**src/rtl/fcpwm_pkg.sv**
```systemverilog
//------------------------------------------------------------------------------
//------------------------------------------------------------------------------
package fcpwm_pkg;

   localparam int FCPWM_NCH = 4;
   localparam int FCPWM_CW = 12;
   localparam int FCPWM_DW = 8;

   // Register byte offsets.
   localparam logic [7:0] FCPWM_CFG_OFS = 8'h00;
   localparam logic [7:0] FCPWM_CHOP_OFS = 8'h04;
   localparam logic [7:0] FCPWM_DEAD_OFS = 8'h08;
   localparam logic [7:0] FCPWM_PLEN_OFS = 8'h0c;
   localparam logic [7:0] FCPWM_TRIG_OFS = 8'h10;
   localparam logic [7:0] FCPWM_STAT_OFS = 8'h14;
   localparam logic [7:0] FCPWM_DUTY_OFS = 8'h20;

   // Field positions.
   localparam int FCPWM_CFG_ALIGN_LSB = 12;
   localparam int FCPWM_CFG_POL_LSB = 14;
   localparam int FCPWM_DEAD_HS_LSB = 8;
   localparam int FCPWM_HI_LSB = 16;

   // Reset values.
   localparam logic [11:0] FCPWM_MAX_RST = 12'hfff;
   localparam logic [7:0] FCPWM_DEAD_RST = 8'h00;
   localparam logic [7:0] FCPWM_PLEN_RST = 8'h01;

   // Alignment codes.
   localparam logic [1:0] FCPWM_AL_LEFT = 2'h0;
   localparam logic [1:0] FCPWM_AL_CENTER = 2'h1;
   localparam logic [1:0] FCPWM_AL_RIGHT = 2'h2;

   // Chopper select codes.
   localparam logic [2:0] FCPWM_CH_LS_ON = 3'h1;
   localparam logic [2:0] FCPWM_CH_HS_ON = 3'h2;
   localparam logic [2:0] FCPWM_CH_LS_PWM = 3'h5;
   localparam logic [2:0] FCPWM_CH_HS_PWM = 3'h6;
   localparam logic [2:0] FCPWM_CH_COMPL = 3'h7;

   // Trigger indices.
   localparam int FCPWM_TR_ZERO = 0;
   localparam int FCPWM_TR_CENTER = 1;
   localparam int FCPWM_TR_A = 2;
   localparam int FCPWM_TR_B = 3;

   // Polarity bits: high side, low side, triggers.
   typedef struct packed {
      logic trig;
      logic ls;
      logic hs;
   } fcpwm_pol_t;

   // Software configuration.
   typedef struct packed {
      logic [11:0] max;
      logic [1:0] align;
      fcpwm_pol_t pol;
      logic [3:0][2:0] chop;
      logic [7:0] dead_ls;
      logic [7:0] dead_hs;
      logic [7:0] plen;
      logic [11:0] tpa;
      logic [11:0] tpb;
      logic [3:0][11:0] duty;
      logic [3:0][11:0] shift;
   } fcpwm_cfg_t;

   // Values held for a whole period.
   typedef struct packed {
      logic [11:0] max;
      logic [1:0] align;
      logic [11:0] tpa;
      logic [11:0] tpb;
      logic [3:0][11:0] duty;
      logic [3:0][11:0] shift;
   } fcpwm_shadow_t;

   // Requested switch state of one half bridge.
   typedef struct packed {
      logic hs;
      logic ls;
   } fcpwm_bridge_t;

endpackage

```
**src/rtl/fcpwm_dead_time.sv**
```systemverilog
`timescale 1ns/1ps
module fcpwm_dead_time
   import fcpwm_pkg::*;
#(
   parameter int DW = FCPWM_DW
) (
   input wire logic pclk,
   input wire logic presetn,
   input fcpwm_bridge_t req,
   input wire logic [DW-1:0] dead_hs,
   input wire logic [DW-1:0] dead_ls,
   output fcpwm_bridge_t drv
);

   typedef struct packed {
      fcpwm_bridge_t drv;
      logic [DW-1:0] idle;
   } fcpwm_dt_state_t;

   fcpwm_dt_state_t st_r;
   fcpwm_dt_state_t st_nxt;

   // Turns a side off at once and turns a side on only after both have been off long enough.
   always_comb begin
      st_nxt = st_r;
      if (st_r.drv.hs && !req.hs) begin
         st_nxt.drv.hs = 1'b0;
         st_nxt.idle = '0;
      end
      if (st_r.drv.ls && !req.ls) begin
         st_nxt.drv.ls = 1'b0;
         st_nxt.idle = '0;
      end
      if (!st_r.drv.hs && !st_r.drv.ls) begin
         if (st_r.idle != {DW{1'b1}}) begin
            st_nxt.idle = st_r.idle + 1'b1;
         end
         if (req.hs && !req.ls && st_r.idle >= dead_hs) begin
            st_nxt.drv.hs = 1'b1;
         end else if (req.ls && !req.hs && st_r.idle >= dead_ls) begin
            st_nxt.drv.ls = 1'b1;
         end
      end
   end

   // Registers the state.
   always_ff @(posedge pclk or negedge presetn) begin
      if (!presetn) begin
         st_r <= '0;
      end else begin
         st_r <= st_nxt;
      end
   end

   assign drv = st_r.drv;

endmodule

```
**src/rtl/fcpwm_top.sv**
```systemverilog
`timescale 1ns/1ps
module fcpwm_top
   import fcpwm_pkg::*;
#(
   parameter int NCH = FCPWM_NCH
) (
   input wire logic pclk,
   input wire logic presetn,
   input wire logic psel,
   input wire logic penable,
   input wire logic pwrite,
   input wire logic [7:0] paddr,
   input wire logic [31:0] pwdata,
   output logic [31:0] prdata,
   output logic pready,
   output logic pslverr,
   output logic [NCH-1:0] high_side_out,
   output logic [NCH-1:0] low_side_out,
   output logic cycle_start_trigger,
   output logic mid_cycle_trigger,
   output logic trigger_a,
   output logic trigger_b,
   output logic combined_programmable_trigger
);

   typedef struct packed {
      fcpwm_cfg_t cfg;
      fcpwm_shadow_t sh;
      logic [11:0] cnt;
      logic down;
      logic [3:0][7:0] pcnt;
      logic [3:0] req_hs;
      logic [3:0] req_ls;
      logic [3:0] hs_o;
      logic [3:0] ls_o;
      logic [3:0] trig_o;
      logic ab_o;
      logic [31:0] rdata;
   } fcpwm_state_t;

   fcpwm_state_t st_r;
   fcpwm_state_t st_nxt;
   fcpwm_bridge_t [NCH-1:0] dt_req;
   fcpwm_bridge_t [NCH-1:0] dt_drv;

   //---------------------------------------------------------------------------
   // Helper functions
   //---------------------------------------------------------------------------

   // Modulated level of one channel for the present counter position.
   function automatic logic pwm_level(input logic [11:0] cnt, input logic down,
                                      input fcpwm_shadow_t sh, input logic [11:0] duty,
                                      input logic [11:0] shift);
      logic [12:0] q;
      logic signed [14:0] thr_up;
      logic signed [14:0] thr_dn;
      logic lvl;
      q = '0;
      thr_up = '0;
      thr_dn = '0;
      lvl = 1'b0;
      if (cnt >= shift) begin
         q = {1'b0, cnt} - {1'b0, shift};
      end else begin
         q = {1'b0, cnt} + {1'b0, sh.max} + 13'h0001 - {1'b0, shift};
      end
      thr_up = $signed({3'h0, sh.max}) - $signed({3'h0, duty}) + $signed({3'h0, shift});
      thr_dn = $signed({3'h0, sh.max}) - $signed({3'h0, duty}) - $signed({3'h0, shift});
      case (sh.align)
         FCPWM_AL_CENTER: begin
            if (down) begin
               lvl = $signed({3'h0, cnt}) > thr_dn;
            end else begin
               lvl = $signed({3'h0, cnt}) > thr_up;
            end
         end
         FCPWM_AL_RIGHT: begin
            lvl = (q + {1'b0, duty}) > {1'b0, sh.max};
         end
         default: begin
            lvl = q < {1'b0, duty};
         end
      endcase
      return lvl;
   endfunction

   // Side requests for one chopper select code.
   function automatic fcpwm_bridge_t chop_req(input logic [2:0] mode, input logic lvl);
      fcpwm_bridge_t b;
      b = '0;
      case (mode)
         FCPWM_CH_LS_ON: b.ls = 1'b1;
         FCPWM_CH_HS_ON: b.hs = 1'b1;
         FCPWM_CH_LS_PWM: b.ls = lvl;
         FCPWM_CH_HS_PWM: b.hs = lvl;
         FCPWM_CH_COMPL: begin
            b.hs = lvl;
            b.ls = !lvl;
         end
         default: b = '0;
      endcase
      return b;
   endfunction

   // Read value for one byte address.
   function automatic logic [31:0] rd_word(input logic [7:0] a, input fcpwm_state_t s);
      logic [31:0] w;
      w = '0;
      case (a)
         FCPWM_CFG_OFS: w = {15'h0000, s.cfg.pol, s.cfg.align, s.cfg.max};
         FCPWM_CHOP_OFS: w = {20'h00000, s.cfg.chop};
         FCPWM_DEAD_OFS: w = {16'h0000, s.cfg.dead_hs, s.cfg.dead_ls};
         FCPWM_PLEN_OFS: w = {24'h000000, s.cfg.plen};
         FCPWM_TRIG_OFS: w = {4'h0, s.cfg.tpb, 4'h0, s.cfg.tpa};
         FCPWM_STAT_OFS: w = {19'h00000, s.down, s.cnt};
         default: begin
            for (int i = 0; i < NCH; i++) begin
               if (a == FCPWM_DUTY_OFS + 8'(4 * i)) begin
                  w = {4'h0, s.cfg.shift[i], 4'h0, s.cfg.duty[i]};
               end
            end
         end
      endcase
      return w;
   endfunction

   // True for any mapped byte address.
   function automatic logic addr_ok(input logic [7:0] a);
      logic ok;
      ok = (a <= FCPWM_STAT_OFS) && (a[1:0] == 2'h0);
      for (int i = 0; i < NCH; i++) begin
         if (a == FCPWM_DUTY_OFS + 8'(4 * i)) begin
            ok = 1'b1;
         end
      end
      return ok;
   endfunction

   //---------------------------------------------------------------------------
   // Next-state logic
   //---------------------------------------------------------------------------

   logic at_end;
   logic [3:0] ev;

   // Counter, shadows, channel requests, trigger pulses, polarity and bus access.
   always_comb begin
      st_nxt = st_r;
      at_end = 1'b0;
      ev = '0;

      // Register writes land in the access phase.
      if (psel && penable && pwrite) begin
         case (paddr)
            FCPWM_CFG_OFS: begin
               st_nxt.cfg.max = pwdata[11:0];
               st_nxt.cfg.align = pwdata[FCPWM_CFG_ALIGN_LSB +: 2];
               st_nxt.cfg.pol = pwdata[FCPWM_CFG_POL_LSB +: 3];
            end
            FCPWM_CHOP_OFS: st_nxt.cfg.chop = pwdata[11:0];
            FCPWM_DEAD_OFS: begin
               st_nxt.cfg.dead_ls = pwdata[7:0];
               st_nxt.cfg.dead_hs = pwdata[FCPWM_DEAD_HS_LSB +: 8];
            end
            FCPWM_PLEN_OFS: st_nxt.cfg.plen = pwdata[7:0];
            FCPWM_TRIG_OFS: begin
               st_nxt.cfg.tpa = pwdata[11:0];
               st_nxt.cfg.tpb = pwdata[FCPWM_HI_LSB +: 12];
            end
            default: begin
               for (int i = 0; i < NCH; i++) begin
                  if (paddr == FCPWM_DUTY_OFS + 8'(4 * i)) begin
                     st_nxt.cfg.duty[i] = pwdata[11:0];
                     st_nxt.cfg.shift[i] = pwdata[FCPWM_HI_LSB +: 12];
                  end
               end
            end
         endcase
      end

      // Read data is captured in the setup phase.
      if (psel && !penable) begin
         st_nxt.rdata = rd_word(paddr, st_r);
      end

      if (st_r.sh.align == FCPWM_AL_CENTER && st_r.sh.max > 12'h001) begin
         at_end = st_r.down && st_r.cnt == 12'h001;
      end else begin
         at_end = st_r.cnt >= st_r.sh.max;
      end

      if (at_end) begin
         st_nxt.cnt = '0;
         st_nxt.down = 1'b0;
         st_nxt.sh.max = st_nxt.cfg.max;
         st_nxt.sh.align = st_nxt.cfg.align;
         st_nxt.sh.tpa = st_nxt.cfg.tpa;
         st_nxt.sh.tpb = st_nxt.cfg.tpb;
         st_nxt.sh.duty = st_nxt.cfg.duty;
         st_nxt.sh.shift = st_nxt.cfg.shift;
      end else if (st_r.sh.align == FCPWM_AL_CENTER && !st_r.down &&
                   st_r.cnt == st_r.sh.max) begin
         st_nxt.down = 1'b1;
         st_nxt.cnt = st_r.cnt - 12'h001;
      end else if (st_r.down) begin
         st_nxt.cnt = st_r.cnt - 12'h001;
      end else begin
         st_nxt.cnt = st_r.cnt + 12'h001;
      end

      for (int i = 0; i < NCH; i++) begin
         {st_nxt.req_hs[i], st_nxt.req_ls[i]} = chop_req(st_r.cfg.chop[i],
            pwm_level(st_r.cnt, st_r.down, st_r.sh, st_r.sh.duty[i], st_r.sh.shift[i]));
      end

      ev[FCPWM_TR_ZERO] = st_r.cnt == 12'h000 && !st_r.down;
      if (st_r.sh.align == FCPWM_AL_CENTER) begin
         ev[FCPWM_TR_CENTER] = st_r.cnt == st_r.sh.max && !st_r.down;
      end else begin
         ev[FCPWM_TR_CENTER] = st_r.cnt == 12'((13'(st_r.sh.max) + 13'h0001) >> 1);
      end
      ev[FCPWM_TR_A] = st_r.cnt == st_r.sh.tpa && !st_r.down;
      ev[FCPWM_TR_B] = st_r.cnt == st_r.sh.tpb && !st_r.down;

      for (int t = 0; t < 4; t++) begin
         if (ev[t]) begin
            st_nxt.pcnt[t] = st_r.cfg.plen;
         end else if (st_r.pcnt[t] != 8'h00) begin
            st_nxt.pcnt[t] = st_r.pcnt[t] - 8'h01;
         end
         st_nxt.trig_o[t] = (st_nxt.pcnt[t] != 8'h00) ^ st_r.cfg.pol.trig;
      end
      st_nxt.ab_o = ((st_nxt.pcnt[FCPWM_TR_A] != 8'h00) ||
                     (st_nxt.pcnt[FCPWM_TR_B] != 8'h00)) ^ st_r.cfg.pol.trig;

      for (int i = 0; i < NCH; i++) begin
         st_nxt.hs_o[i] = dt_drv[i].hs ^ st_r.cfg.pol.hs;
         st_nxt.ls_o[i] = dt_drv[i].ls ^ st_r.cfg.pol.ls;
      end
   end

   //---------------------------------------------------------------------------
   // State register
   //---------------------------------------------------------------------------

   // Loads reset values, then the next state on every edge.
   always_ff @(posedge pclk or negedge presetn) begin
      if (!presetn) begin
         st_r <= '0;
         st_r.cfg.max <= FCPWM_MAX_RST;
         st_r.cfg.dead_ls <= FCPWM_DEAD_RST;
         st_r.cfg.dead_hs <= FCPWM_DEAD_RST;
         st_r.cfg.plen <= FCPWM_PLEN_RST;
         st_r.sh.max <= FCPWM_MAX_RST;
      end else begin
         st_r <= st_nxt;
      end
   end

   //---------------------------------------------------------------------------
   // Dead-time stages
   //---------------------------------------------------------------------------

   // One dead-time stage per channel, all fed by the shared dead-time values.
   for (genvar g = 0; g < NCH; g++) begin : g_dt
      assign dt_req[g].hs = st_r.req_hs[g];
      assign dt_req[g].ls = st_r.req_ls[g];
      fcpwm_dead_time #(
         .DW(FCPWM_DW)
      ) u_dt (
         .pclk(pclk),
         .presetn(presetn),
         .req(dt_req[g]),
         .dead_hs(st_r.cfg.dead_hs),
         .dead_ls(st_r.cfg.dead_ls),
         .drv(dt_drv[g])
      );
   end

   //---------------------------------------------------------------------------
   // Outputs
   //---------------------------------------------------------------------------

   // Bus answer is ready in the first access cycle.
   assign pready = 1'b1;
   assign pslverr = psel && penable && !addr_ok(paddr);
   assign prdata = st_r.rdata;

   assign high_side_out = st_r.hs_o[NCH-1:0];
   assign low_side_out = st_r.ls_o[NCH-1:0];
   assign cycle_start_trigger = st_r.trig_o[FCPWM_TR_ZERO];
   assign mid_cycle_trigger = st_r.trig_o[FCPWM_TR_CENTER];
   assign trigger_a = st_r.trig_o[FCPWM_TR_A];
   assign trigger_b = st_r.trig_o[FCPWM_TR_B];
   assign combined_programmable_trigger = st_r.ab_o;

endmodule

```
**config.mk**
```make
export PLATFORM = sky130hd
export DESIGN_NAME = fcpwm_top
export DESIGN_NICKNAME = d
export VERILOG_FILES = /design/src/rtl/fcpwm_pkg.sv /design/src/rtl/fcpwm_dead_time.sv /design/src/rtl/fcpwm_top.sv
export SDC_FILE = /design/constraint.sdc
export NUM_CORES = 2
export LEC_CHECK = 0
export ABC_AREA = 1
export BUFFER_PORTS_ARGS = -buffer_cell sky130_fd_sc_hd__buf_4
export CAP_MARGIN = 10
export CORE_ASPECT_RATIO = 0.7
export CORE_MARGIN = 10
export CORE_UTILIZATION = 70
export CTS_CLUSTER_DIAMETER = 80
export CTS_CLUSTER_SIZE = 14
export DETAILED_ROUTE_END_ITERATION = 7
export PLACE_DENSITY = 0.93
export SLEW_MARGIN = 20
export SYNTH_ARGS = -nofsm -noshare
export SYNTH_HDL_FRONTEND = slang
export SYNTH_SLANG_ARGS = --single-unit
```
**constraint.sdc**
```tcl
create_clock -name pclk -period 11.5 [get_ports pclk]
set_clock_uncertainty 0.05 [all_clocks]
set_input_delay 0.575 -clock pclk [delete_from_list [all_inputs] [get_ports pclk]]
set_output_delay 0.575 -clock pclk [all_outputs]
set_load 0.005 [all_outputs]
```
== Yosys cells after proc, flatten, opt, wreduce, memory -nomap -nowiden ==
Cells that the tools add are included.
Storage, ports and cells
  flip-flop bits (word level): 445
  input port bits: 45
  logic and storage cells: 356
  output and inout bits: 47
Cells by class
  equal/unequal tests: 40
  reduce and logical (&&, ||, !) cells: 86
  add/subtract/negate cells: 37
  multiplexer cells: 90
  bitwise gates (word level): 13
  $lt $le $gt $ge: 31
Operators by type and width (count)
  32-bit one-hot mux with 6 select lines: 1
  173-bit 2-to-1 mux: 1
  8-bit 2-to-1 mux: 17
  12-bit 2-to-1 mux: 11
  12-bit by 12-bit subtractor with 13-bit output: 8
  32-bit 2-to-1 mux: 3
  96-bit 2-to-1 mux: 1
  13-bit 2-to-1 mux: 5
  8-bit greater-or-equal comparator: 8
  8-bit nonzero test: 8
  12-bit greater-or-equal comparator: 5
  13-bit by 15-bit > comparator with 1-bit output: 4
  13-bit by 13-bit adder with 14-bit output: 4
  13-bit by 14-bit > comparator with 1-bit output: 4
  13-bit by 13-bit subtractor with 14-bit output: 4
  13-bit by 12-bit adder with 13-bit output: 4
  13-bit by 12-bit > comparator with 1-bit output: 4
  13-bit by 12-bit less-than comparator with 1-bit output: 4
  13-bit by 12-bit subtractor with 13-bit output: 4
  12-bit == test: 4
  1-bit logical AND: 41
  10-bit 2-to-1 mux: 4
  3-bit == test, second input constant: 12
  9-bit 2-to-1 mux: 4
  36 further kinds: 132

== Longest topological paths before layout ==
  depth in word-level cells: 9
  mapped depth: 43
  depth with buffers taken out: 43

== By module ==
From an unflattened synthesis, not the netlist that was laid out.
Second synthesis, totals
  cells, all modules: 5744
  area total of the unflattened synthesis: 41725.0 µm²
Modules (own cells, without submodules)
  fcpwm_top: seq. area each 10065.9 µm², times used 1, area each 37611.1 µm², cells an instance 5148
  fcpwm_dead_time: seq. area each 250.2 µm², times used 4, area each 1028.5 µm², cells an instance 149

== Worst setup path before layout ==
OpenSTA, ideal clock, no wires.
  kind: register to register
  from: reg st_r[86] in the netlist's numbering
  to: reg st_r, in the netlist dt_req[6]
  stages on the path, launching flop included: 36
  arrival: 5.272 ns
  buffers on the path: 0
  setup time: 0.124 ns
  slack: 6.054 ns
  required time: 11.326 ns
  period minus slack after synthesis: 5.446 ns
  path through: dfrtp_1 -> inv_2 -> ha_1 -> inv_1 -> fa_1 -> nand3_1 -> nand2_1 -> a21oi_1 -> o21ai_0 -> xor2_1 -> ha_1 -> a21oi_1 -> o21ai_0 -> a21o_1 -> a21o_1 -> a21oi_1 -> xor2_1 -> o21ai_0 -> ha_1 -> inv_1 -> nor2_1 -> a31oi_1 -> xor2_1 -> ha_1 -> nand2_1 -> inv_1 -> nand3_1 -> or4_1 -> nand2_1 -> nand2_1 -> nand2_1 -> nand2_1 -> nand2_1 -> nand2_1 -> nand2_1 -> nand3_1
RTL lines
  start: declaration: RTL line fcpwm_top.sv:41  | fcpwm_state_t st_r;
  start signal: assignment: RTL line fcpwm_top.sv:256  | st_r <= st_nxt;

==> results by group <==
Layout
  – Final instance area: 43340 um^2
  – Most frequent cells in the layout: nand2_1 (1255), inv_1 (823), ha_1 (601)
  – Post-Layout Cell Count: roughly 6400
  – Most common cell after layout, fill and taps aside: nand2_1
  – Area Overhead vs Synth: 5.071%
  – Final Net Count: roughly 6300
  – Layout cells sized above 1: between 4 and 5%

Global route
  – Remaining Overflow, GRT: 0
  – First-pass GRT wire length: around 220000 um
  – Largest net degree at the start of global routing: 179
  – Gr usage total: 41.28%
  – Antenna violations before repair: 11
  – Vias in the first global route: ~38000

Clock network
  – CTS Buf Count: 39
  – Post-CTS Setup Inserts: 0
  – Clk root buf: clkbuf_16
  – CTS H-tree lvls: 2
  – Worst-skew pair later-pin latency: roughly 620 ps
  – # resized after CTS: 0
  – Hold Buf Count CTS: 0
  – CTS clock-pin slew for the worst setup and hold paths: 70 ps
  – Bufs on Longest Clock Path: 3
  – CTS tree: yes
  – TritonCTS Sinks: 441

Synthesis
  – Portion of netlist area occupied by mux cells: 0.6976%
  – Post-synthesis xor/xnor area fraction: 6.391%
  – Top_reg_cell synth: dfrtp_1
  – Post-synthesis compound-gate area fraction: between 10% and 20%
  – Largest family of logic cells by synthesized area: simple AND/OR/NAND/NOR gates
  – Post-synth EDFFs: 0
  – Mapped cell area: 41250 um^2
  – Seq/Total Area, Yosys: 26.83%
  – Post-Synth Adder-Cell Area: 19.44%
  – Simple-gate share of the synthesized area: 20.79%
  – Mapped Cells: 5652
  – Post-synthesis register bit count: 441
  – Async SR Flop Fraction: 100.0%
  – Syn Area/Cell: between 7 and 8 um^2
  – Warnings, synthesis: 0
  – Unique masters post-synth: 59

Timing
  – Worst Max-Slew Pin Slew: 1194 ps
  – Achievable Freq: between 100 and 150 MHz
  – Slew Viols, Final: 0
  – Min Tclk post-route: between 7000 and 8000 ps
  – Final Hold Fails: 0
  – Slew margin rel.: approximately 20%
  – Final setup violation count: 0
  – Setup TNS: 0 ps
  – Final Cycle Share: 67.73%
  – RSZ-0062 raised after global routing: false

Critical path
  – CP dominant cell by count: nand2_1
  – Classification of the worst setup path: reg -> reg
  – Slowest-stage cell, CP: xor2_1
  – CP startpoint kind: flip-flop
  – CP endpoint kind: flip-flop
  – Worst-path maximum fanout: 10
  – CP max stage delay: 960 ps
  – Worst path top cell family by delay: simple AND/OR/NAND/NOR gates
  – CP bufs+invs: 3
  – Worst path arrival time: approximately 8200 ps
  – CP Launch Point: st_r[223]$_DFFE_PN1N_
  – WP data required: 11930 ps
  – Reg2reg start: st_r[223]$_DFFE_PN1N_

Floorplanning
  – Rows: 74
  – Ports: between 90 and 100
  – Area of the core: 58330 um^2
  – Starting density of the core: a little over two thirds
  – Die area: between 60000 and 70000 um^2
  – Die Wd: 310.2 um
  – Die H: about 220 um

Power and ir drop
  – Clock network fraction of total power: 35.5%
  – Internal cell power: 0.002518 W
  – Comb power frac: 17.4%
  – Sw frac: roughly a third
  – Worst IR Drop VDD: 128.9 uV
  – PD cells: approximately 85 nW/um^2
  – Leakage Power: ~23 nW
  – Flop pwr share: 47.1%
  – Sw power: roughly 0.0012 W

Flow run
  – Max Cap Viol: 0

Worst hold path
  – Worst min-delay path category: in -> async

Drt
  – Number of DRC markers in iteration 0: 6582
  – WL/cell: ~23 um
  – Vias: ~41000
  – Final wirelength: between 100000 and 150000 um
  – DRC: 6
  – Drt via density: approximately 6.4
  – Post-DRT Antenna Nets: 0
  – DR pass1 iterations: 8

Place
  – HPWL Detailed: 109600 um
  – GP Congestion: 1.052
  – Placed inst area: between 40000 and 50000 um^2
  – # port buffers: 82
  – Inst Count DP: between 6000 and 7000

Run status
  – Run status: finished with violations
  – Failing checks: DRC
## metal layers
layer	vias to the layer above	part of all wire, %	wire length [um]	global-route usage (%)
met5	-	0.025	37	0
met4	6	6.4	9345	21.15
met3	640	17	24620	17.42
met2	2797	38	56290	56.31
met1	18870	38	56470	54.81
li1	18520	-	-	-
## through the flow
step | hold WS [ps] | power [W] | utilization, % | setup WS (ps)
6_report | 5.418 | 0.003694 | 74.31 | 3711
5_1_grt | 109.1 | 0.003822 | 74.29 | 3503
4_1_cts | 53.59 | 0.003647 | 74.25 | 4176
3_5_place_dp | 423.2 | 0.002369 | 72.28 | 4196
3_3_place_gp | 410.8 | 0.002315 | 72.28 | 4346
2_1_floorplan | 229.4 | 0.002155 | - | 6054
## sequential cells by signal (all words and copies together) (netlist names), 4 cells and up
register,flops
st_r,352
high_side_out,4
low_side_out,4
dt_req,8
g_dt.u_dt.drv,8
g_dt.u_dt.st_r,32
prdata,28
## final timing paths
path | end | slack [ps] | depth (start not counted)
hold reg to reg | st_r[371]$_DFFE_PN0P_ | 440 | 2
setup reg to reg | dt_req[0]$_DFF_PN0_ | 3710 | 36
min in group pclk | st_r[389]$_DFFE_PN0P_ | 190 | 3
setup / recovery | dt_req[0]$_DFF_PN0_ | 3710 | 36
hold / removal | st_r[142]$_DFFE_PN0N_ | 5 | 1
max in group asynchronous | st_r[165]$_DFFE_PN0N_ | 8750 | 3
## worst register-to-register path: cells and delay by family (launching register included)
family | cells | cell delay, ps
compound gates | 7 | 1460
xor+xnor | 3 | 1330
fa+ha+maj | 4 | 1580
buf+inv | 3 | 560
flops | 1 | 910
simple gates | 19 | 1770
## cells by family after synthesis
family,after synthesis
other cells,2
xor+xnor,301
buf+inv,1005
compound gates,1198
flops,441
fa+ha+maj,626
mux,27
simple gates,2052
## power by group through the flow
stage	Clock (W)	Sequential [W]	Combinational, W
after global placement	0	0.00176	0.000558
final	0.00131	0.00174	0.000643
after global routing	0.00135	0.00175	0.000722
after floorplan	0	0.00173	0.000423
after detailed placement	0	0.00176	0.000607
after CTS	0.00129	0.00173	0.000623
## cell type report
| type | instances | area (um^2) |
|---|---|---|
| antenna | 3 | 7.507 |
| multi-input combinational | 4209 | 26150 |
| fill | 4578 | 14990 |
| sequential | 441 | 11070 |
| clock inverter | 9 | 102.6 |
| timing repair buffer | 113 | 888.4 |
| clock buffer | 57 | 1044 |
| inverter | 835 | 3139 |
| tap | 760 | 950.9 |
## cell usage after synthesis, types with 56 or more instances
library cell / n / area [um^2]
nor2_1: 340 / 1276
nand3_1: 233 / 1166
a31oi_1: 61 / 381.6
o21ai_0: 448 / 2242
nand2_1: 1255 / 4711
nor3_1: 83 / 415.4
xnor2_1: 56 / 490.5
ha_1: 601 / 7520
inv_1: 823 / 3089
a21oi_1: 389 / 1947
clkbuf_1: 61 / 229.0
xor2_1: 245 / 2146
dfrtp_1: 416 / 10410
o21ai_1: 82 / 410.4
Power figures use the tool's default switching activity.
